**src/core/ssp_defs.svh**
```systemverilog
// constants of the serial programming register bank
// Function
// 16-clock strobe is a normal register write
// hand sample over on divided vco falling edge
// 2 to 12 clock strobe loads modulation sample
// short samples come from data pin by default
// modulation config may select alternate modulation pin
// resynchronize every serial input to reference clock
// shift sample left by magnitude offset
// controller keeps sample plus dividend within 0.5625
// address first, then data, msb first
// no read path; all registers write only
// reset clears all, dividers 0x0/0x3 to 0x006
// controller keeps main index within legal range
// main dividend is 10 upper plus 8 lower
// main dividend is two's complement
// 10-bit mode uses upper dividend only
// dividend is offset added to integer ratio
// controller keeps second index within legal range
// second dividend is one 10-bit value
// strobe ending before edge 13 is modulation; code ignores a 1-clock strobe, only 2 to 12 load a sample
// fractional ratio applies on upper dividend write
// integer ratio applies on divider write
// other strobe lengths are ignored
`ifndef SSP_DEFS_SVH
`define SSP_DEFS_SVH

`define SSP_NREGS 10
`define SSP_ADDR_MAIN_DIV 4'h0
`define SSP_ADDR_MAIN_UP 4'h1
`define SSP_ADDR_MAIN_LO 4'h2
`define SSP_ADDR_SEC_DIV 4'h3
`define SSP_ADDR_SEC_FRAC 4'h4
`define SSP_ADDR_REF_PRE 4'h5
`define SSP_ADDR_DET_GAIN 4'h6
`define SSP_ADDR_PWR_OUT 4'h7
`define SSP_ADDR_MOD_CFG 4'h8
`define SSP_ADDR_MOD_SMP 4'h9
`define SSP_ADDR_LAST 4'h9
`define SSP_DIV_RESET 12'h006
`define SSP_REG_RESET 12'h000
`define SSP_FRAME_LEN 5'h10
`define SSP_SHORT_MIN 5'h02
`define SSP_SHORT_MAX 5'h0C
`define SSP_CNT_SAT 5'h11
`define SSP_SMP_LEN 5'h0C
`define SSP_MAIN_INT_BIT 2
`define SSP_SEC_INT_BIT 3
`define SSP_MAIN_10B_BIT 4
`define SSP_MOD_SRC_BIT 0
`define SSP_MOD_OFS_LSB 1
`define SSP_MOD_OFS_MSB 3
`define SSP_LO_PAD 8'h00

`endif

```
**src/core/ssp_pkg.sv**
```systemverilog
// types of the serial programming register bank
`default_nettype none
package ssp_pkg;
   typedef struct packed {
      logic [8:0] int_idx;
      logic signed [17:0] frac;
   } ssp_main_ratio_t;
   typedef struct packed {
      logic [8:0] int_idx;
      logic signed [9:0] frac;
   } ssp_sec_ratio_t;
   typedef struct packed {
      logic vco;
      logic mod;
      logic data;
      logic sclk;
      logic sel_n;
   } ssp_pins_t;
   typedef enum logic [1:0] {
      SSP_IDLE = 2'b00,
      SSP_SHIFT = 2'b01,
      SSP_DONE = 2'b11
   } ssp_state_t;
endpackage
`default_nettype wire

```
**src/core/ssp_buf2.sv**
```systemverilog
// two-entry buffer with valid and ready on both sides
`default_nettype none
module ssp_buf2 #(
   parameter int W = 12,
   parameter int DEPTH = 2
) (
   input wire logic clk_i,
   input wire logic sys_rst_i,
   input wire logic in_valid_i,
   output logic in_ready_o,
   input wire logic [W-1:0] in_data_i,
   output logic out_valid_o,
   input wire logic out_ready_i,
   output logic [W-1:0] out_data_o
);
   localparam int AW = (DEPTH > 1) ? $clog2(DEPTH) : 1;
   logic [W-1:0] mem [DEPTH];
   logic [AW-1:0] wr_ptr;
   logic [AW-1:0] rd_ptr;
   logic [AW:0] fill;
   wire push = in_valid_i && in_ready_o;
   wire pop = out_valid_o && out_ready_i;

   function automatic logic [AW-1:0] bump(input logic [AW-1:0] p);
      bump = (p == AW'(DEPTH - 1)) ? '0 : AW'(p + 1'b1);
   endfunction

   assign in_ready_o = (fill != (AW+1)'(DEPTH));
   assign out_valid_o = (fill != '0);
   assign out_data_o = mem[rd_ptr];

   always_ff @(posedge clk_i)
   begin
      if (sys_rst_i)
      begin
         wr_ptr <= '0;
         rd_ptr <= '0;
         fill <= '0;
      end
      else
      begin
         if (push)
            wr_ptr <= bump(wr_ptr);
         if (pop)
            rd_ptr <= bump(rd_ptr);
         fill <= (AW+1)'(fill + (AW+1)'(push) - (AW+1)'(pop));
      end
   end

   always_ff @(posedge clk_i)
   begin
      if (push)
         mem[wr_ptr] <= in_data_i;
   end
endmodule
`default_nettype wire

```
**src/core/ssp_regs.sv**
```systemverilog
// serial programming port and write-only register bank
`default_nettype none
`include "ssp_defs.svh"
module ssp_regs
   import ssp_pkg::*;
#(
   parameter int SMP_W = 12,
   parameter int MOD_W = 20
) (
   input wire logic clk_i,
   input wire logic sys_rst_i,
   input wire logic sel_n_i,
   input wire logic ser_clk_i,
   input wire logic ser_data_i,
   input wire logic mod_in_i,
   input wire logic divided_main_vco_clock_i,
   output ssp_main_ratio_t main_ratio_o,
   output ssp_sec_ratio_t sec_ratio_o,
   output logic [11:0] ref_prescalers_o,
   output logic [11:0] detector_gain_o,
   output logic [11:0] powerdown_outsel_o,
   output logic signed [MOD_W-1:0] mod_word_o,
   output logic mod_stb_o
);
   localparam int HOLD_MAX = 8;

   // input synchronisers
   ssp_pins_t pins_raw;
   ssp_pins_t sync1;
   ssp_pins_t sync2;
   ssp_pins_t sync3;
   assign pins_raw = '{vco: divided_main_vco_clock_i, mod: mod_in_i, data: ser_data_i,
                       sclk: ser_clk_i, sel_n: sel_n_i};

   always_ff @(posedge clk_i)
   begin
      if (sys_rst_i)
      begin
         sync1 <= '{vco: 1'b0, mod: 1'b0, data: 1'b0, sclk: 1'b0, sel_n: 1'b1};
         sync2 <= '{vco: 1'b0, mod: 1'b0, data: 1'b0, sclk: 1'b0, sel_n: 1'b1};
         sync3 <= '{vco: 1'b0, mod: 1'b0, data: 1'b0, sclk: 1'b0, sel_n: 1'b1};
      end
      else
      begin
         sync1 <= pins_raw;
         sync2 <= sync1;
         sync3 <= sync2;
      end
   end

   wire sclk_rise = sync2.sclk && !sync3.sclk;
   wire sel_active = !sync2.sel_n;
   wire vco_fall = !sync2.vco && sync3.vco;

   // frame state
   ssp_state_t state;
   ssp_state_t next_state;
   logic [4:0] bit_cnt;
   logic [15:0] sh_data;
   logic [SMP_W-1:0] sh_mod;
   logic [9:0][11:0] regs;

   always_comb
   begin
      next_state = state;
      case (state)
         SSP_IDLE:
            if (sel_active)
               next_state = SSP_SHIFT;
         SSP_SHIFT:
            if (!sel_active)
               next_state = SSP_DONE;
         SSP_DONE:
            next_state = SSP_IDLE;
         default:
            next_state = SSP_IDLE;
      endcase
   end

   wire shift_en = (state == SSP_SHIFT) && sel_active && sclk_rise;
   wire done = (state == SSP_DONE);

   always_ff @(posedge clk_i)
   begin
      if (sys_rst_i)
      begin
         state <= SSP_IDLE;
         bit_cnt <= '0;
         sh_data <= '0;
         sh_mod <= '0;
      end
      else
      begin
         state <= next_state;
         if (state == SSP_IDLE)
            bit_cnt <= '0;
         else if (shift_en && bit_cnt != `SSP_CNT_SAT)
            bit_cnt <= 5'(bit_cnt + 1'b1);
         if (shift_en)
         begin
            sh_data <= {sh_data[14:0], sync2.data};
            sh_mod <= {sh_mod[SMP_W-2:0], sync2.mod};
         end
      end
   end

   // frame decode
   function automatic logic [11:0] sext(input logic [11:0] v, input logic [4:0] n);
      logic [3:0] pad;
      pad = 4'(`SSP_SMP_LEN - n);
      sext = 12'($signed(12'(v << pad)) >>> pad);
   endfunction

   wire len_frame = (bit_cnt == `SSP_FRAME_LEN);
   wire len_short = (bit_cnt >= `SSP_SHORT_MIN) && (bit_cnt <= `SSP_SHORT_MAX);
   wire [3:0] frame_addr = sh_data[15:12];
   wire [11:0] frame_data = sh_data[11:0];
   wire mod_from_pin = regs[`SSP_ADDR_MOD_CFG][`SSP_MOD_SRC_BIT];
   wire [11:0] short_raw = mod_from_pin ? 12'(sh_mod) : sh_data[11:0];
   wire [11:0] short_smp = sext(short_raw, bit_cnt);
   wire frame_wr = done && len_frame && (frame_addr <= `SSP_ADDR_LAST);
   wire short_wr = done && len_short;

   function automatic logic wr_at(input logic [3:0] a, input logic we, input logic [3:0] adr);
      wr_at = we && (adr == a);
   endfunction

   function automatic logic [11:0] reset_val(input int i);
      reset_val = (i == int'(`SSP_ADDR_MAIN_DIV) || i == int'(`SSP_ADDR_SEC_DIV)) ?
                  `SSP_DIV_RESET : `SSP_REG_RESET;
   endfunction

   // register bank; nothing here is ever read back out
   genvar gi;
   generate
      for (gi = 0; gi < `SSP_NREGS; gi++)
      begin : g_reg
         wire sel_here = wr_at(4'(gi), frame_wr, frame_addr);
         wire smp_here = (gi == int'(`SSP_ADDR_MOD_SMP)) && short_wr;
         always_ff @(posedge clk_i)
         begin
            if (sys_rst_i)
               regs[gi] <= reset_val(gi);
            else if (smp_here)
               regs[gi] <= short_smp;
            else if (sel_here)
               regs[gi] <= frame_data;
         end
      end
   endgenerate

   // ratio application
   wire [11:0] pwr = regs[`SSP_ADDR_PWR_OUT];
   wire main_int = pwr[`SSP_MAIN_INT_BIT];
   wire sec_int = pwr[`SSP_SEC_INT_BIT];
   wire main_10b = pwr[`SSP_MAIN_10B_BIT];
   wire wr_main_div = wr_at(`SSP_ADDR_MAIN_DIV, frame_wr, frame_addr);
   wire wr_main_up = wr_at(`SSP_ADDR_MAIN_UP, frame_wr, frame_addr);
   wire wr_sec_div = wr_at(`SSP_ADDR_SEC_DIV, frame_wr, frame_addr);
   wire wr_sec_frac = wr_at(`SSP_ADDR_SEC_FRAC, frame_wr, frame_addr);
   wire [7:0] main_lo = main_10b ? `SSP_LO_PAD : regs[`SSP_ADDR_MAIN_LO][7:0];
   wire [17:0] main_frac_new = {frame_data[9:0], main_lo};
   wire main_apply_int = main_int && wr_main_div;
   wire main_apply_frac = !main_int && wr_main_up;
   wire sec_apply_int = sec_int && wr_sec_div;
   wire sec_apply_frac = !sec_int && wr_sec_frac;

   always_ff @(posedge clk_i)
   begin
      if (sys_rst_i)
      begin
         main_ratio_o <= '{int_idx: 9'(`SSP_DIV_RESET), frac: '0};
         sec_ratio_o <= '{int_idx: 9'(`SSP_DIV_RESET), frac: '0};
      end
      else
      begin
         if (main_apply_int)
            main_ratio_o.int_idx <= frame_data[8:0];
         else if (main_apply_frac)
            main_ratio_o <= '{int_idx: regs[`SSP_ADDR_MAIN_DIV][8:0],
                              frac: $signed(main_frac_new)};
         if (sec_apply_int)
            sec_ratio_o.int_idx <= frame_data[8:0];
         else if (sec_apply_frac)
            sec_ratio_o <= '{int_idx: regs[`SSP_ADDR_SEC_DIV][8:0],
                             frac: $signed(frame_data[9:0])};
      end
   end

   always_ff @(posedge clk_i)
   begin
      if (sys_rst_i)
      begin
         ref_prescalers_o <= `SSP_REG_RESET;
         detector_gain_o <= `SSP_REG_RESET;
         powerdown_outsel_o <= `SSP_REG_RESET;
      end
      else
      begin
         ref_prescalers_o <= regs[`SSP_ADDR_REF_PRE];
         detector_gain_o <= regs[`SSP_ADDR_DET_GAIN];
         powerdown_outsel_o <= pwr;
      end
   end

   // sample handover toward the modulation unit
   logic fresh;
   logic buf_in_ready;
   logic buf_out_valid;
   logic [11:0] buf_out;
   wire smp_written = short_wr || wr_at(`SSP_ADDR_MOD_SMP, frame_wr, frame_addr);

   always_ff @(posedge clk_i)
   begin
      if (sys_rst_i)
         fresh <= 1'b0;
      else if (smp_written)
         fresh <= 1'b1;
      else if (buf_in_ready)
         fresh <= 1'b0;
   end

   ssp_buf2 #(.W(12), .DEPTH(2)) u_buf (
      .clk_i(clk_i),
      .sys_rst_i(sys_rst_i),
      .in_valid_i(fresh),
      .in_ready_o(buf_in_ready),
      .in_data_i(regs[`SSP_ADDR_MOD_SMP]),
      .out_valid_o(buf_out_valid),
      .out_ready_i(vco_fall),
      .out_data_o(buf_out)
   );

   wire [2:0] mag_ofs = regs[`SSP_ADDR_MOD_CFG][`SSP_MOD_OFS_MSB:`SSP_MOD_OFS_LSB];
   wire signed [MOD_W-1:0] scaled = MOD_W'($signed(buf_out)) <<< mag_ofs;
   wire handover = buf_out_valid && vco_fall;

   always_ff @(posedge clk_i)
   begin
      if (sys_rst_i)
      begin
         mod_word_o <= '0;
         mod_stb_o <= 1'b0;
      end
      else
      begin
         mod_stb_o <= handover;
         if (handover)
            mod_word_o <= scaled;
      end
   end

   // checks: frame decode
   a_ignore_bad_len: assert property (@(posedge clk_i) disable iff (sys_rst_i)
      done && !len_frame && !len_short
      |=> $stable(regs))
      else $error("bad strobe length changed a register");
   a_bad_addr: assert property (@(posedge clk_i) disable iff (sys_rst_i)
      done && len_frame && frame_addr > `SSP_ADDR_LAST
      |=> $stable(regs))
      else $error("frame to unused address changed a register");
   a_idle_bound: assert property (@(posedge clk_i) disable iff (sys_rst_i)
      done
      |=> state == SSP_IDLE [*1] ##[1:HOLD_MAX] 1'b1)
      else $error("decode state did not return to idle");
   a_frame_write: assert property (@(posedge clk_i) disable iff (sys_rst_i)
      done && len_frame && frame_addr == `SSP_ADDR_DET_GAIN
      |=> regs[`SSP_ADDR_DET_GAIN] == $past(sh_data[11:0]))
      else $error("16-bit frame not written to addressed register");
   a_gain_copy: assert property (@(posedge clk_i) disable iff (sys_rst_i)
      !$past(sys_rst_i)
      |-> detector_gain_o == $past(regs[`SSP_ADDR_DET_GAIN]))
      else $error("gain output does not follow its register");
   a_reset_ratio: assert property (@(posedge clk_i) disable iff (sys_rst_i)
      $fell(sys_rst_i) |-> main_ratio_o.int_idx == 9'(`SSP_DIV_RESET)
      && sec_ratio_o.int_idx == 9'(`SSP_DIV_RESET))
      else $error("divider ratios not at reset value");
   a_sync_depth: assert property (@(posedge clk_i) disable iff (sys_rst_i)
      shift_en
      |-> $past(ser_clk_i, 2) && !$past(ser_clk_i, 3))
      else $error("serial clock used before two stages");

   // checks: modulation samples
   a_short_sample: assert property (@(posedge clk_i) disable iff (sys_rst_i)
      short_wr
      |=> regs[`SSP_ADDR_MOD_SMP] == $past(short_smp))
      else $error("short strobe sample not loaded");
   a_short_source: assert property (@(posedge clk_i) disable iff (sys_rst_i)
      short_wr && !mod_from_pin && bit_cnt == `SSP_SMP_LEN
      |=> regs[`SSP_ADDR_MOD_SMP] == $past(sh_data[11:0]))
      else $error("default short source is not the data pin");
   a_alt_source: assert property (@(posedge clk_i) disable iff (sys_rst_i)
      short_wr && mod_from_pin
      |=> regs[`SSP_ADDR_MOD_SMP][1:0] == $past(sh_mod[1:0]))
      else $error("alternate short source is not the modulation pin");
   a_handover_edge: assert property (@(posedge clk_i) disable iff (sys_rst_i)
      mod_stb_o
      |-> $past(vco_fall) && $past(buf_out_valid))
      else $error("sample handed over away from vco falling edge");
   a_stb_single: assert property (@(posedge clk_i) disable iff (sys_rst_i)
      mod_stb_o
      |=> !mod_stb_o)
      else $error("handover strobe longer than one cycle");
   a_sample_kept: assert property (@(posedge clk_i) disable iff (sys_rst_i)
      fresh && !buf_in_ready
      |=> fresh [*2] or (fresh ##1 !fresh))
      else $error("pending sample lost under stall");
   a_scale_shift: assert property (@(posedge clk_i) disable iff (sys_rst_i)
      handover
      |=> mod_word_o == (MOD_W'($signed($past(buf_out))) <<< $past(mag_ofs)))
      else $error("sample not scaled by magnitude offset");

   // checks: ratio application
   a_frac_holds: assert property (@(posedge clk_i) disable iff (sys_rst_i)
      !main_int && wr_main_div
      |=> $stable(main_ratio_o))
      else $error("fractional ratio changed before upper dividend write");
   a_int_apply: assert property (@(posedge clk_i) disable iff (sys_rst_i)
      main_apply_int
      |=> main_ratio_o.int_idx == $past(frame_data[8:0]))
      else $error("integer ratio not applied on divider write");
   a_int_keeps_frac: assert property (@(posedge clk_i) disable iff (sys_rst_i)
      main_apply_int
      |=> $stable(main_ratio_o.frac))
      else $error("integer divider write disturbed the dividend");
   a_sec_int: assert property (@(posedge clk_i) disable iff (sys_rst_i)
      sec_apply_int
      |=> sec_ratio_o.int_idx == $past(frame_data[8:0]))
      else $error("second integer ratio not applied on divider write");
   a_upper_apply: assert property (@(posedge clk_i) disable iff (sys_rst_i)
      main_apply_frac
      |=> main_ratio_o.frac == $signed($past(main_frac_new)))
      else $error("dividend not formed from upper and lower parts");
   a_ten_bit: assert property (@(posedge clk_i) disable iff (sys_rst_i)
      main_apply_frac && main_10b
      |=> main_ratio_o.frac[7:0] == `SSP_LO_PAD)
      else $error("lower dividend used in 10-bit mode");
   a_sec_apply: assert property (@(posedge clk_i) disable iff (sys_rst_i)
      sec_apply_frac
      |=> sec_ratio_o.frac == $signed($past(frame_data[9:0])))
      else $error("second dividend not taken as one 10-bit value");

   c_frame: cover property (@(posedge clk_i) disable iff (sys_rst_i) frame_wr);
   c_short: cover property (@(posedge clk_i) disable iff (sys_rst_i) short_wr && mod_from_pin);
   c_handover: cover property (@(posedge clk_i) disable iff (sys_rst_i) mod_stb_o);
   c_stall: cover property (@(posedge clk_i) disable iff (sys_rst_i) fresh && !buf_in_ready);
   c_refused: cover property (@(posedge clk_i) disable iff (sys_rst_i) done && !len_frame && !len_short);
endmodule
`default_nettype wire

```
**config.mk**
```make
export PLATFORM = sky130hd
export DESIGN_NAME = ssp_regs
export DESIGN_NICKNAME = d
export VERILOG_FILES = /design/src/core/ssp_pkg.sv /design/src/core/ssp_buf2.sv /design/src/core/ssp_regs.sv
export VERILOG_INCLUDE_DIRS = /design/src /design/src/core
export SDC_FILE = /design/constraint.sdc
export NUM_CORES = 1
export LEC_CHECK = 0
export BUFFER_PORTS_ARGS = -buffer_cell sky130_fd_sc_hd__clkbuf_2
export CAP_MARGIN = 20
export CELL_PAD_IN_SITES_DETAIL_PLACEMENT = 0
export CELL_PAD_IN_SITES_GLOBAL_PLACEMENT = 1
export CORE_MARGIN = 4
export CORE_UTILIZATION = 49
export CTS_CLUSTER_SIZE = 12
export DETAILED_ROUTE_END_ITERATION = 8
export HOLD_SLACK_MARGIN = 0.08
export PLACE_DENSITY = 0.94
export SLEW_MARGIN = 20
export SYNTH_ARGS = -nofsm -noshare
export SYNTH_HDL_FRONTEND = slang
export SYNTH_SLANG_ARGS = --single-unit
```
**constraint.sdc**
```tcl
create_clock -name clk_i -period 8.89 [get_ports clk_i]
set_input_delay 0 -clock clk_i [delete_from_list [all_inputs] [get_ports clk_i]]
set_output_delay 0 -clock clk_i [all_outputs]
set_load 0.05 [all_outputs]
```
==> flow_metrics.py, run 1 <==
metrics = {
    "synth": {
        "synth_seq_cells": 257,
        "synth-seq-area-share_pct": 49.6,
        "synth_area_um2": 10900,
        "postSynthAreaPerCell_um2": 9.53,
        "synthFlopType": "sky130_fd_sc_hd__dfxtp_1",
        "post_synth_num_cell_types": 54,
        "synthesis.instances": 1138,
        "synth-edff-count": 24,
        "async_reset_ff_share_pct": 0,
        "synthesis.yosys.warnings": 0,
        "synth.net_count": 1151,
    },
    "timing": {
        "layout_worst_path_cycle_share_pct": 49.3,
        "totalNegativeSetupSlack_ns": 0,
        "fin_hold_ws_ns": 0.216,
        "setup_violations": 0,
        "slew-limit-headroom_pct": 26.3,
        "drv_slew": 0,
        "fmax_mhz": 228,
        "final-hold-violation-count": 0,
        "layout_min_cycle_time_ns": 4.38,
        "skew_ns": 0.0128,
        "minimum_setup_slack_in_the_final_design_ns": 4.51,
        "grt_setup_unrepaired": "false",
        "worst_pin_slew_ns": 1.10,
    },
    "cells_and_area": {
        "synthToLayoutAreaGrowth_pct": 13.5,
        "stdcell_area_um2": 12300,
        "layout-drive-gt1-share_pct": 17.1,
        "layout_commonest_cell": "sky130_fd_sc_hd__dfxtp_1",
        "finalNetCount": 1215,
        "fillerInstances": 1908,
        "layout.area.seq_um2": 5390,
        "most-common-layout-cells": "sky130_fd_sc_hd__dfxtp_1 (232), sky130_fd_sc_hd__nand2_1 (181), sky130_fd_sc_hd__nor2_1 (121)",
        "n_antenna_cell": 0,
        "multi_input_area_um2": 4990,
    },
    "global_route": {
        "pin_count_of_the_biggest_net_entering_global_routing": 87,
        "vias_in_the_first_global_route": 7866,
        "initial_antenna_violation_count": 0,
        "global_route_wire_length_before_repair_um": 42300,
        "global_route.overflow_total": 0,
        "grt_util_all_layers_pct": 20.9,
    },
    "floorplan": {
        "floorplan.initialDensity_pct": 49.7,
        "core_area_um2": 21800,
        "placement_rows": 54,
        "die_h_um": 157,
        "number_of_placed_i_o_pins": 110,
        "full_die_area_um2": 24600,
        "die_width_um": 157,
    },
    "critical_path": {
        "worstPathRequired_ns": 9.25,
        "critical_path.max_stage_delay_ns": 0.86,
        "worstPathBufferInverterCount": 2,
        "startpoint_to_endpoint_class_of_the_critical_path": "reg2reg",
        "critPathLaunchType": "flop",
        "maximum_net_fanout_on_the_critical_path": 47,
        "timing.critical_path.cells": "clkinv_1 -> ha_1 -> buf_4 -> mux4_2 -> mux2_2 -> nand3_1 -> o211ai_1 -> a221o_1 -> a221oi_1 -> a211oi_1",
        "worst_path_dominant_cell_family": "compound AO/OA/AOI/OAI gates",
        "critPathCaptureType": "flop",
        "crit_arrival_ns": 4.75,
        "slowest_stage": "sky130_fd_sc_hd__ha_1",
    },
    "placement": {
        "placed_cell_area_um2": 11400,
        "finalWeightedCongestion": 0.881,
        "io_buffers": 109,
        "preCtsSetupSlack_ns": 3.99,
        "detailedPlacementHpwl_um": 16900,
    },
    "status": {
        "outcome": "completed",
    },
    "detailed_routing": {
        "average_routed_wire_per_standard_cell_um": 17.5,
        "drtPass1Iterations": 5,
        "drc_errors": 0,
        "detailedRoute.firstIterationViolations": 723,
        "drt_wl_total_um": 26100,
        "postRouteAntennaNets": 0,
        "via_per_inst": 5.60,
        "via_count": 8365,
    },
    "job": {
        "max-cap-violations": 0,
    },
    "cts": {
        "clk_latency_ns": 0.52,
        "ctsRootBufferMaster": "sky130_fd_sc_hd__clkbuf_16",
        "cts_tree": "done",
        "cts-root-to-sink-buffers": 3,
        "number_of_clock_sinks_seen_by_cts": 257,
        "h-tree-depth": 1,
        "cts_resized": 0,
        "clk_pin_slew_worst_paths_ns": 0.07,
        "tritoncts.num_buffers": 26,
    },
    "pwr": {
        "max-vdd-ir-drop_mv": 0.181,
        "power.static_leakage_nw": 4.63,
        "p_per_area_nw_per_um2": 179,
    },
    "min_path": {
        "timing.hold.worst.class": "in2reg",
    },
}
[worst paths after layout]
check                                        startpoint                endpoint  slack, ns  depth (start not counted)
worst max-delay path            bit_cnt[0]$_SDFFE_PP0P_  regs[109]$_SDFFE_PP0P_       4.51                         10
worst min-delay path                            sel_n_i     sync1[0]$_SDFF_PP1_       0.22                          3
worst max register to register  bit_cnt[0]$_SDFFE_PP0P_  regs[109]$_SDFFE_PP0P_       4.51                         10
worst min register to register      sync1[3]$_SDFF_PP0_     sync2[3]$_SDFF_PP0_       0.44                          1
[routing by layer]
metal	GRT usage [%]	part of all wire [%]	up-vias
met5	0	0	-
met4	4.83	1.5	0
met3	2.99	6.2	29
met2	33.9	46	265
met1	29.8	46	3999
li1	-	-	4072
[area by class of cell]
class	count	share of cell area [%]
sequential	257	43.8
multi-input combinational	771	40.6
tap	280	2.85
inverter	13	0.396
clock inverter	1	0.244
timing repair buffer	133	6.13
clock buffer	40	6.05
[through the flow]
step / total power [mW] / utilization (%) / std cells
5_1_grt: 2.28 / 56.4 / 1495
3_3_place_gp: 1.22 / 52.4 / 1445
4_1_cts: 2.23 / 56.4 / 1495
2_1_floorplan: 1.21 / - / 1138
3_5_place_dp: 1.22 / 52.4 / 1445
6_report: 2.20 / 56.4 / 1495
[timing repair]
| item | CTS | global route |
|---|---|---|
| buffers inserted | 0 | 0 |
| endpoints found under the hold margin | 56 | 0 |
| hold buffers | 9 | 0 |
[cells in the mapped netlist (all sizes together) (2+ instances only)]
library cell    n  area share [%]
a211oi         18             1.2
a221oi         10            0.81
nor3           13            0.60
nor4            5            0.40
a22oi          18             1.2
a21oi         107             4.9
mux2i          83             7.7
nor2b          48             2.8
nand2b          2            0.12
edfxtp         24             6.6
clkinv          2           0.069
o2111ai         2            0.16
mux4           32             6.6
nand4           2            0.12
and3            7            0.40
dfxtp         233              43
clkbuf         65             2.2
a31oi           5            0.29
buf            32             1.6
nor2          122             4.3
xor2            7            0.57
a2111oi         3            0.24
nand3b         10            0.69
or2             4            0.23
ha              6            0.69
o211ai          5            0.35
and2            4            0.23
o31ai           3            0.21
mux2           13             1.3
o21a            2            0.14
xnor2           5            0.40
a21o            2            0.14
nand2         181             6.3
or3             2            0.12
inv            11            0.38
nand3          24             1.1
o21ai          16            0.74
[tightest hold or removal path, stage by stage]
cell and delay (ns):
sky130_fd_sc_hd__dlygate4sd3_1 0.52, sky130_fd_sc_hd__clkbuf_2 0.09, sky130_fd_sc_hd__or2_2 0.09
[flip-flops by register name (all words and copies together), names as in the netlist, 12 cells and up, named ones only]
signal,count
pwr,12
sh_mod,12
sec_ratio_o,19
sh_data,16
detector_gain_o,12
mod_word_o,19
regs,62
powerdown_outsel_o,12
ref_prescalers_o,12
main_ratio_o,27
u_buf.mem,24
[power by group]
| part | internal [mW] | leakage, nW | switching (mW) |
|---|---|---|---|
| sequential | 1.17 | 2.08 | 0.00137 |
| combinational | 0.00659 | 2.18 | 0.0187 |
| clock | 0.597 | 0.374 | 0.412 |
[logic make-up (layout without fill, tap and decap cells)]
| group | after synthesis | in the layout | share of synthesized area, % |
|---|---|---|---|
| AOI/OAI and AO/OA | 197 | 197 | 11.0 |
| DFF | 257 | 257 | 49.6 |
| buffers and inverters | 110 | 187 | 4.34 |
| xor gates and xnor gates | 12 | 12 | 0.969 |
| muxes | 128 | 128 | 15.6 |
| adders and majority gates | 6 | 6 | 0.692 |
| and+or+nand+nor | 428 | 428 | 17.7 |
No activity file was read; power rests on OpenSTA's default activity.
==> inputs of run 2 (changes only) <==
- ABC_AREA: default -> 1
- CORE_UTILIZATION: 49 -> 43
- PLACE_DENSITY: 0.94 -> 0.89
- clock period: 8.89 -> 4.2 ns (I/O delays scaled with it)
==> flow_metrics.py, run 2 <==
metrics = {
    "global_route": {
        "met3_usage_pct": 2.47,
        "initial_antenna_violation_count": 0,
        "grt_use_met1_pct": 27.3,
        "global_route.overflow_total": 0,
        "grt_util_all_layers_pct": 19.2,
        "global_route_wire_length_before_repair_um": 42600,
        "globalRouteMet2Util_pct": 32.1,
        "vias_in_the_first_global_route": 8329,
        "pin_count_of_the_biggest_net_entering_global_routing": 67,
        "grt-busiest-layer": "met2",
    },
    "detailed_routing": {
        "drt_wl_total_um": 26200,
        "via_per_inst": 5.14,
        "drtPass1Iterations": 5,
        "postRouteAntennaNets": 0,
        "average_routed_wire_per_standard_cell_um": 15.1,
        "detailedRoute.firstIterationViolations": 762,
        "via_count": 8921,
        "drc_errors": 0,
    },
    "critical_path": {
        "critPathLaunchType": "flop",
        "worstPathRequired_ns": 4.65,
        "critPathCaptureType": "flop",
        "startpoint_to_endpoint_class_of_the_critical_path": "reg2reg",
        "maximum_net_fanout_on_the_critical_path": 27,
        "crit_arrival_ns": 3.43,
        "reg2reg_slack_ns": 1.22,
    },
    "cells_and_area": {
        "reg_top3": "regs x62, main_ratio_o x27, u_buf.mem x24",
        "synthToLayoutAreaGrowth_pct": 15.6,
        "top_register_by_number_of_flip_flops": "regs",
        "finalNetCount": 1414,
        "stdcell_area_um2": 12000,
        "layout-drive-gt1-share_pct": 13.8,
        "most-common-layout-cells": "sky130_fd_sc_hd__dfxtp_1 (233), sky130_fd_sc_hd__nand2_1 (232), sky130_fd_sc_hd__o21ai_0 (141)",
        "layout_commonest_cell": "sky130_fd_sc_hd__dfxtp_1",
        "largest_reg_flops": 62,
        "n_antenna_cell": 0,
    },
    "synth": {
        "async_reset_ff_share_pct": 0,
        "synth.net_count": 1337,
        "postSynthAreaPerCell_um2": 7.85,
        "fraction_of_synthesized_cell_area_taken_by_the_top_area_cell_type_pct": 44.9,
        "synthesis.instances": 1324,
        "synth_area_um2": 10400,
        "ys_top_cells_by_area": "sky130_fd_sc_hd__dfxtp_1 (45%), sky130_fd_sc_hd__nand2_1 (8.4%), sky130_fd_sc_hd__edfxtp_1 (6.9%)",
        "synth.top_cells.by_count": "sky130_fd_sc_hd__dfxtp_1 (233), sky130_fd_sc_hd__nand2_1 (232), sky130_fd_sc_hd__o21ai_0 (141)",
        "synth-seq-area-share_pct": 51.8,
        "netlist.top_cell.by_area": "sky130_fd_sc_hd__dfxtp_1",
        "synthesis.yosys.warnings": 0,
        "post_synth_num_cell_types": 41,
        "synth_seq_cells": 257,
        "post-synth-top-count-cell": "sky130_fd_sc_hd__dfxtp_1",
        "synthFlopType": "sky130_fd_sc_hd__dfxtp_1",
        "synth-edff-count": 24,
    },
    "cts": {
        "number_of_clock_sinks_seen_by_cts": 257,
        "cts_tree": "done",
        "clk_latency_ns": 0.53,
        "clk_pin_slew_worst_paths_ns": 0.06,
        "ctsRootBufferMaster": "sky130_fd_sc_hd__clkbuf_16",
        "cts-root-to-sink-buffers": 3,
        "cts_resized": 0,
        "tritoncts.num_buffers": 28,
        "h-tree-depth": 1,
    },
    "timing": {
        "layout_min_cycle_time_ns": 2.98,
        "grt_setup_unrepaired": "false",
        "skew_ns": 0.0121,
        "fin_hold_ws_ns": 0.199,
        "worst_pin_slew_ns": 1.04,
        "setup_violations": 0,
        "fmax_mhz": 336,
        "slew-limit-headroom_pct": 30.2,
        "final-hold-violation-count": 0,
        "minimum_setup_slack_in_the_final_design_ns": 1.22,
        "layout_worst_path_cycle_share_pct": 70.9,
        "drv_slew": 0,
        "totalNegativeSetupSlack_ns": 0,
    },
    "floorplan": {
        "full_die_area_um2": 26700,
        "die_width_um": 163,
        "die_h_um": 163,
        "floorplan.initialDensity_pct": 44.0,
        "core_area_um2": 23600,
        "placement_rows": 56,
        "number_of_placed_i_o_pins": 110,
    },
    "placement": {
        "placed_cell_area_um2": 11100,
        "finalWeightedCongestion": 0.897,
        "io_buffers": 109,
        "preCtsSetupSlack_ns": 1.30,
        "detailedPlacementHpwl_um": 17500,
    },
    "pwr": {
        "p_per_area_nw_per_um2": 407,
        "power.static_leakage_nw": 4.99,
        "max-vdd-ir-drop_mv": 0.263,
    },
    "min_path": {
        "timing.hold.worst.class": "in2reg",
    },
    "job": {
        "max-cap-violations": 0,
    },
    "status": {
        "outcome": "completed",
    },
}
-- run 2: cell types whose count changed after synthesis, moves of 11 or more --
cell	delta
sky130_fd_sc_hd__mux2_2	-13
sky130_fd_sc_hd__nand2_1	+51
sky130_fd_sc_hd__mux4_2	-32
sky130_fd_sc_hd__a21oi_1	+30
sky130_fd_sc_hd__nand3_1	+102
sky130_fd_sc_hd__o21ai_0	+128
sky130_fd_sc_hd__clkbuf_1	-11
sky130_fd_sc_hd__nor2_1	+11
sky130_fd_sc_hd__a22oi_1	-14
sky130_fd_sc_hd__a211oi_1	-16
sky130_fd_sc_hd__mux2i_1	-79
sky130_fd_sc_hd__nor2b_1	-48
sky130_fd_sc_hd__inv_1	+108
-- run 2: where the power goes --
group          total, mW  switching, mW  internal, mW
Sequential          2.48        0.00371          2.48
Combinational     0.0649         0.0466        0.0183
Clock               2.34          0.928          1.41
-- run 2: cell families after synthesis --
logic type                 synth area share [%]
muxes                                     0.385
and+or+nand+nor                            21.3
DFF                                        51.8
buffers and inverters                      8.19
xor gates and xnor gates                  0.241
AOI/OAI and AO/OA                          17.3
adders and majority gates                 0.722
-- run 2: worst paths after layout --
check	to	start	cells after the start
min reg2reg	sync2[3]$_SDFF_PP0_	sync1[3]$_SDFF_PP0_	2
max reg2reg	regs[109]$_SDFFE_PP0P_	bit_cnt[0]$_SDFFE_PP0P_	13
min	sync1[0]$_SDFF_PP1_	sel_n_i	3
max	regs[109]$_SDFFE_PP0P_	bit_cnt[0]$_SDFFE_PP0P_	13
-- run 2: per-layer routing --
metal	share of wire [%]	vias up
met5	0	-
li1	-	4536
met4	1.3	0
met3	5.1	29
met2	46	243
met1	47	4113
-- run 2: cell type report --
cell class | count | area [um^2]
sequential | 257 | 5390
clock inverter | 7 | 66.3
tap | 319 | 399
inverter | 131 | 497
clock buffer | 39 | 823
timing repair buffer | 125 | 686
multi-input combinational | 858 | 4160
fill | 2314 | 11600
-- run 2: metrics by stage --
| stage | cells | util (%) | power [mW] |
|---|---|---|---|
| 2_1_floorplan | 1324 | - | 2.58 |
| 3_3_place_gp | 1683 | 46.8 | 2.59 |
| 3_5_place_dp | 1683 | 46.8 | 2.59 |
| 4_1_cts | 1736 | 50.9 | 4.93 |
| 5_1_grt | 1736 | 50.9 | 5.04 |
| 6_report | 1736 | 50.9 | 4.89 |
-- run 2: timing repair --
item,CTS,global route
hold endpoints to repair,44,0
hold buffers,7,0
buffers inserted,0,0
-- run 2: worst max-delay path: stages (launching register included) --
cell and delay, ns:
sky130_fd_sc_hd__dfxtp_1 0.96, sky130_fd_sc_hd__inv_2 0.07, sky130_fd_sc_hd__ha_1 0.35, sky130_fd_sc_hd__inv_2 0.34
sky130_fd_sc_hd__nand3_1 0.20, sky130_fd_sc_hd__o21ai_2 0.11, sky130_fd_sc_hd__nand3_1 0.12, sky130_fd_sc_hd__nand3_1 0.12
sky130_fd_sc_hd__nand3_1 0.10, sky130_fd_sc_hd__nand2_1 0.10, sky130_fd_sc_hd__nand2_1 0.07, sky130_fd_sc_hd__a21oi_1 0.13
sky130_fd_sc_hd__nand2_1 0.08, sky130_fd_sc_hd__a21oi_1 0.13
==> inputs of run 3 (changes only) <==
- CORE_UTILIZATION: 43 -> 39
- PLACE_DENSITY: 0.89 -> 0.85
- clock period: 4.2 -> 2.5 ns (I/O delays scaled with it)
==> flow_metrics.py, run 3 (same netlist as run 2, synthesis figures left out) <==
metrics = {
    "floorplan": {
        "die_h_um": 171,
        "full_die_area_um2": 29300,
        "die_width_um": 171,
        "number_of_placed_i_o_pins": 110,
        "floorplan.initialDensity_pct": 39.8,
        "placement_rows": 59,
        "core_area_um2": 26100,
    },
    "cells_and_area": {
        "fillerInstances": 2630,
        "utilization_pct": 46.7,
        "synthToLayoutAreaGrowth_pct": 17.5,
        "n_antenna_cell": 0,
        "finalNetCount": 1437,
        "largest_reg_flops": 62,
        "top_register_by_number_of_flip_flops": "regs",
        "stdcell_area_um2": 12200,
        "most-common-layout-cells": "sky130_fd_sc_hd__nand2_1 (232), sky130_fd_sc_hd__dfxtp_1 (232), sky130_fd_sc_hd__o21ai_0 (141)",
        "layout-drive-gt1-share_pct": 14.9,
        "reg_top3": "regs x62, main_ratio_o x27, u_buf.mem x24",
    },
    "pwr": {
        "max-vdd-ir-drop_mv": 0.424,
        "p_per_area_nw_per_um2": 660,
        "report.power.total_mw": 8.06,
        "power.static_leakage_nw": 5.09,
    },
    "global_route": {
        "initial_antenna_violation_count": 0,
        "pin_count_of_the_biggest_net_entering_global_routing": 79,
        "globalRouteMet2Util_pct": 28.4,
        "global_route.overflow_total": 0,
        "global_route_wire_length_before_repair_um": 43600,
        "met3_usage_pct": 2.90,
        "vias_in_the_first_global_route": 8498,
        "grt-busiest-layer": "met2",
        "grt_util_all_layers_pct": 17.9,
        "grt_use_met1_pct": 25.5,
    },
    "placement": {
        "io_buffers": 109,
        "finalWeightedCongestion": 0.887,
        "detailedPlacementHpwl_um": 18000,
        "placed_cell_area_um2": 11300,
    },
    "critical_path": {
        "critPathCaptureType": "flop",
        "worstPathRequired_ns": 2.88,
        "crit_arrival_ns": 2.61,
        "maximum_net_fanout_on_the_critical_path": 24,
        "ff2ff_path_depth": 11,
        "critPathLaunchType": "flop",
        "startpoint_to_endpoint_class_of_the_critical_path": "reg2reg",
    },
    "cts": {
        "clk_pin_slew_worst_paths_ns": 0.06,
        "cts-root-to-sink-buffers": 3,
        "ctsRootBufferMaster": "sky130_fd_sc_hd__clkbuf_16",
        "tritoncts.num_buffers": 27,
        "number_of_clock_sinks_seen_by_cts": 257,
        "cts_tree": "done",
        "cts.repair_timing.setup_buffer_count": 0,
        "clk_latency_ns": 0.53,
        "h-tree-depth": 1,
    },
    "timing": {
        "fin_hold_ws_ns": 0.189,
        "drv_slew": 0,
        "totalNegativeSetupSlack_ns": 0,
        "skew_ns": 0.0206,
        "setup_violations": 0,
        "layout_min_cycle_time_ns": 2.23,
        "fmax_mhz": 449,
        "slew-limit-headroom_pct": 42.6,
        "layout_worst_path_cycle_share_pct": 89.1,
        "final-hold-violation-count": 0,
        "grt_setup_unrepaired": "false",
        "worst_pin_slew_ns": 0.858,
    },
    "detailed_routing": {
        "postRouteAntennaNets": 0,
        "detailedRoute.firstIterationViolations": 764,
        "average_routed_wire_per_standard_cell_um": 14.9,
        "drtPass1Iterations": 5,
        "drc_errors": 0,
        "via_count": 9007,
        "via_per_inst": 5.07,
        "drt_wl_total_um": 26500,
    },
    "status": {
        "outcome": "completed",
    },
    "min_path": {
        "timing.hold.worst.class": "in2reg",
        "hold_path_depth": 3,
    },
    "job": {
        "max-cap-violations": 0,
    },
}
## run 3: power breakdown
group	internal [mW]	total [mW]	switching, mW
clock	2.22	3.78	1.56
sequential	4.16	4.16	0.00482
combinational	0.0338	0.114	0.0805
total	6.41	8.06	1.64
## run 3: cell type report
| type | instances | area (um^2) | share of cell area [%] |
|---|---|---|---|
| sequential | 257 | 5390 | 44.1 |
| multi-input combinational | 858 | 4170 | 34.1 |
| timing repair buffer | 149 | 898 | 7.36 |
| clock buffer | 42 | 815 | 6.67 |
| inverter | 131 | 499 | 4.09 |
| tap | 335 | 419 | 3.43 |
| clock inverter | 3 | 21.3 | 0.174 |
## run 3: worst max-delay path, cell delays in order (launching register included)
cell                      delay, ns
sky130_fd_sc_hd__dfxtp_2       0.35
sky130_fd_sc_hd__inv_2         0.06
sky130_fd_sc_hd__ha_1          0.25
sky130_fd_sc_hd__nand3_1       0.12
sky130_fd_sc_hd__nor2_2        0.18
sky130_fd_sc_hd__nand2_2       0.15
sky130_fd_sc_hd__nor2_1        0.18
sky130_fd_sc_hd__inv_2         0.07
sky130_fd_sc_hd__nor2_1        0.08
sky130_fd_sc_hd__inv_1         0.28
sky130_fd_sc_hd__o21ai_0       0.29
sky130_fd_sc_hd__a21oi_1       0.06
## run 3: final timing paths
path | start | end | slack, ns
max | bit_cnt[0]$_SDFFE_PP0P_ | pwr[7]$_SDFFE_PP0P_ | 0.27
min | sel_n_i | sync1[0]$_SDFF_PP1_ | 0.19
max reg2reg | bit_cnt[0]$_SDFFE_PP0P_ | pwr[7]$_SDFFE_PP0P_ | 0.27
min reg2reg | sync1[1]$_SDFF_PP0_ | sync2[1]$_SDFF_PP0_ | 0.40
## run 3: what timing repair did
action | in CTS | in global routing
hold endpoints to repair | 48 | 0
resized for setup | 0 | 6
hold buffers | 7 | 0
setup endpoints to repair | 0 | 6
## run 3: metal layers
metal / up-vias / share of wire (%) / wire length, um
met4: 0 / 2.8 / 738
met2: 235 / 44 / 11800
met1: 4147 / 47 / 12600
met5: - / 0 / 0
li1: 4572 / - / -
met3: 53 / 5.3 / 1400
## run 3: metrics by stage
step / setup slack [ns] / std cells
6_report: 0.271 / 1775
5_1_grt: 0.0189 / 1775
4_1_cts: 0.159 / 1775
3_5_place_dp: 0.189 / 1723
3_3_place_gp: 0.274 / 1723
2_1_floorplan: 0.0108 / 1324
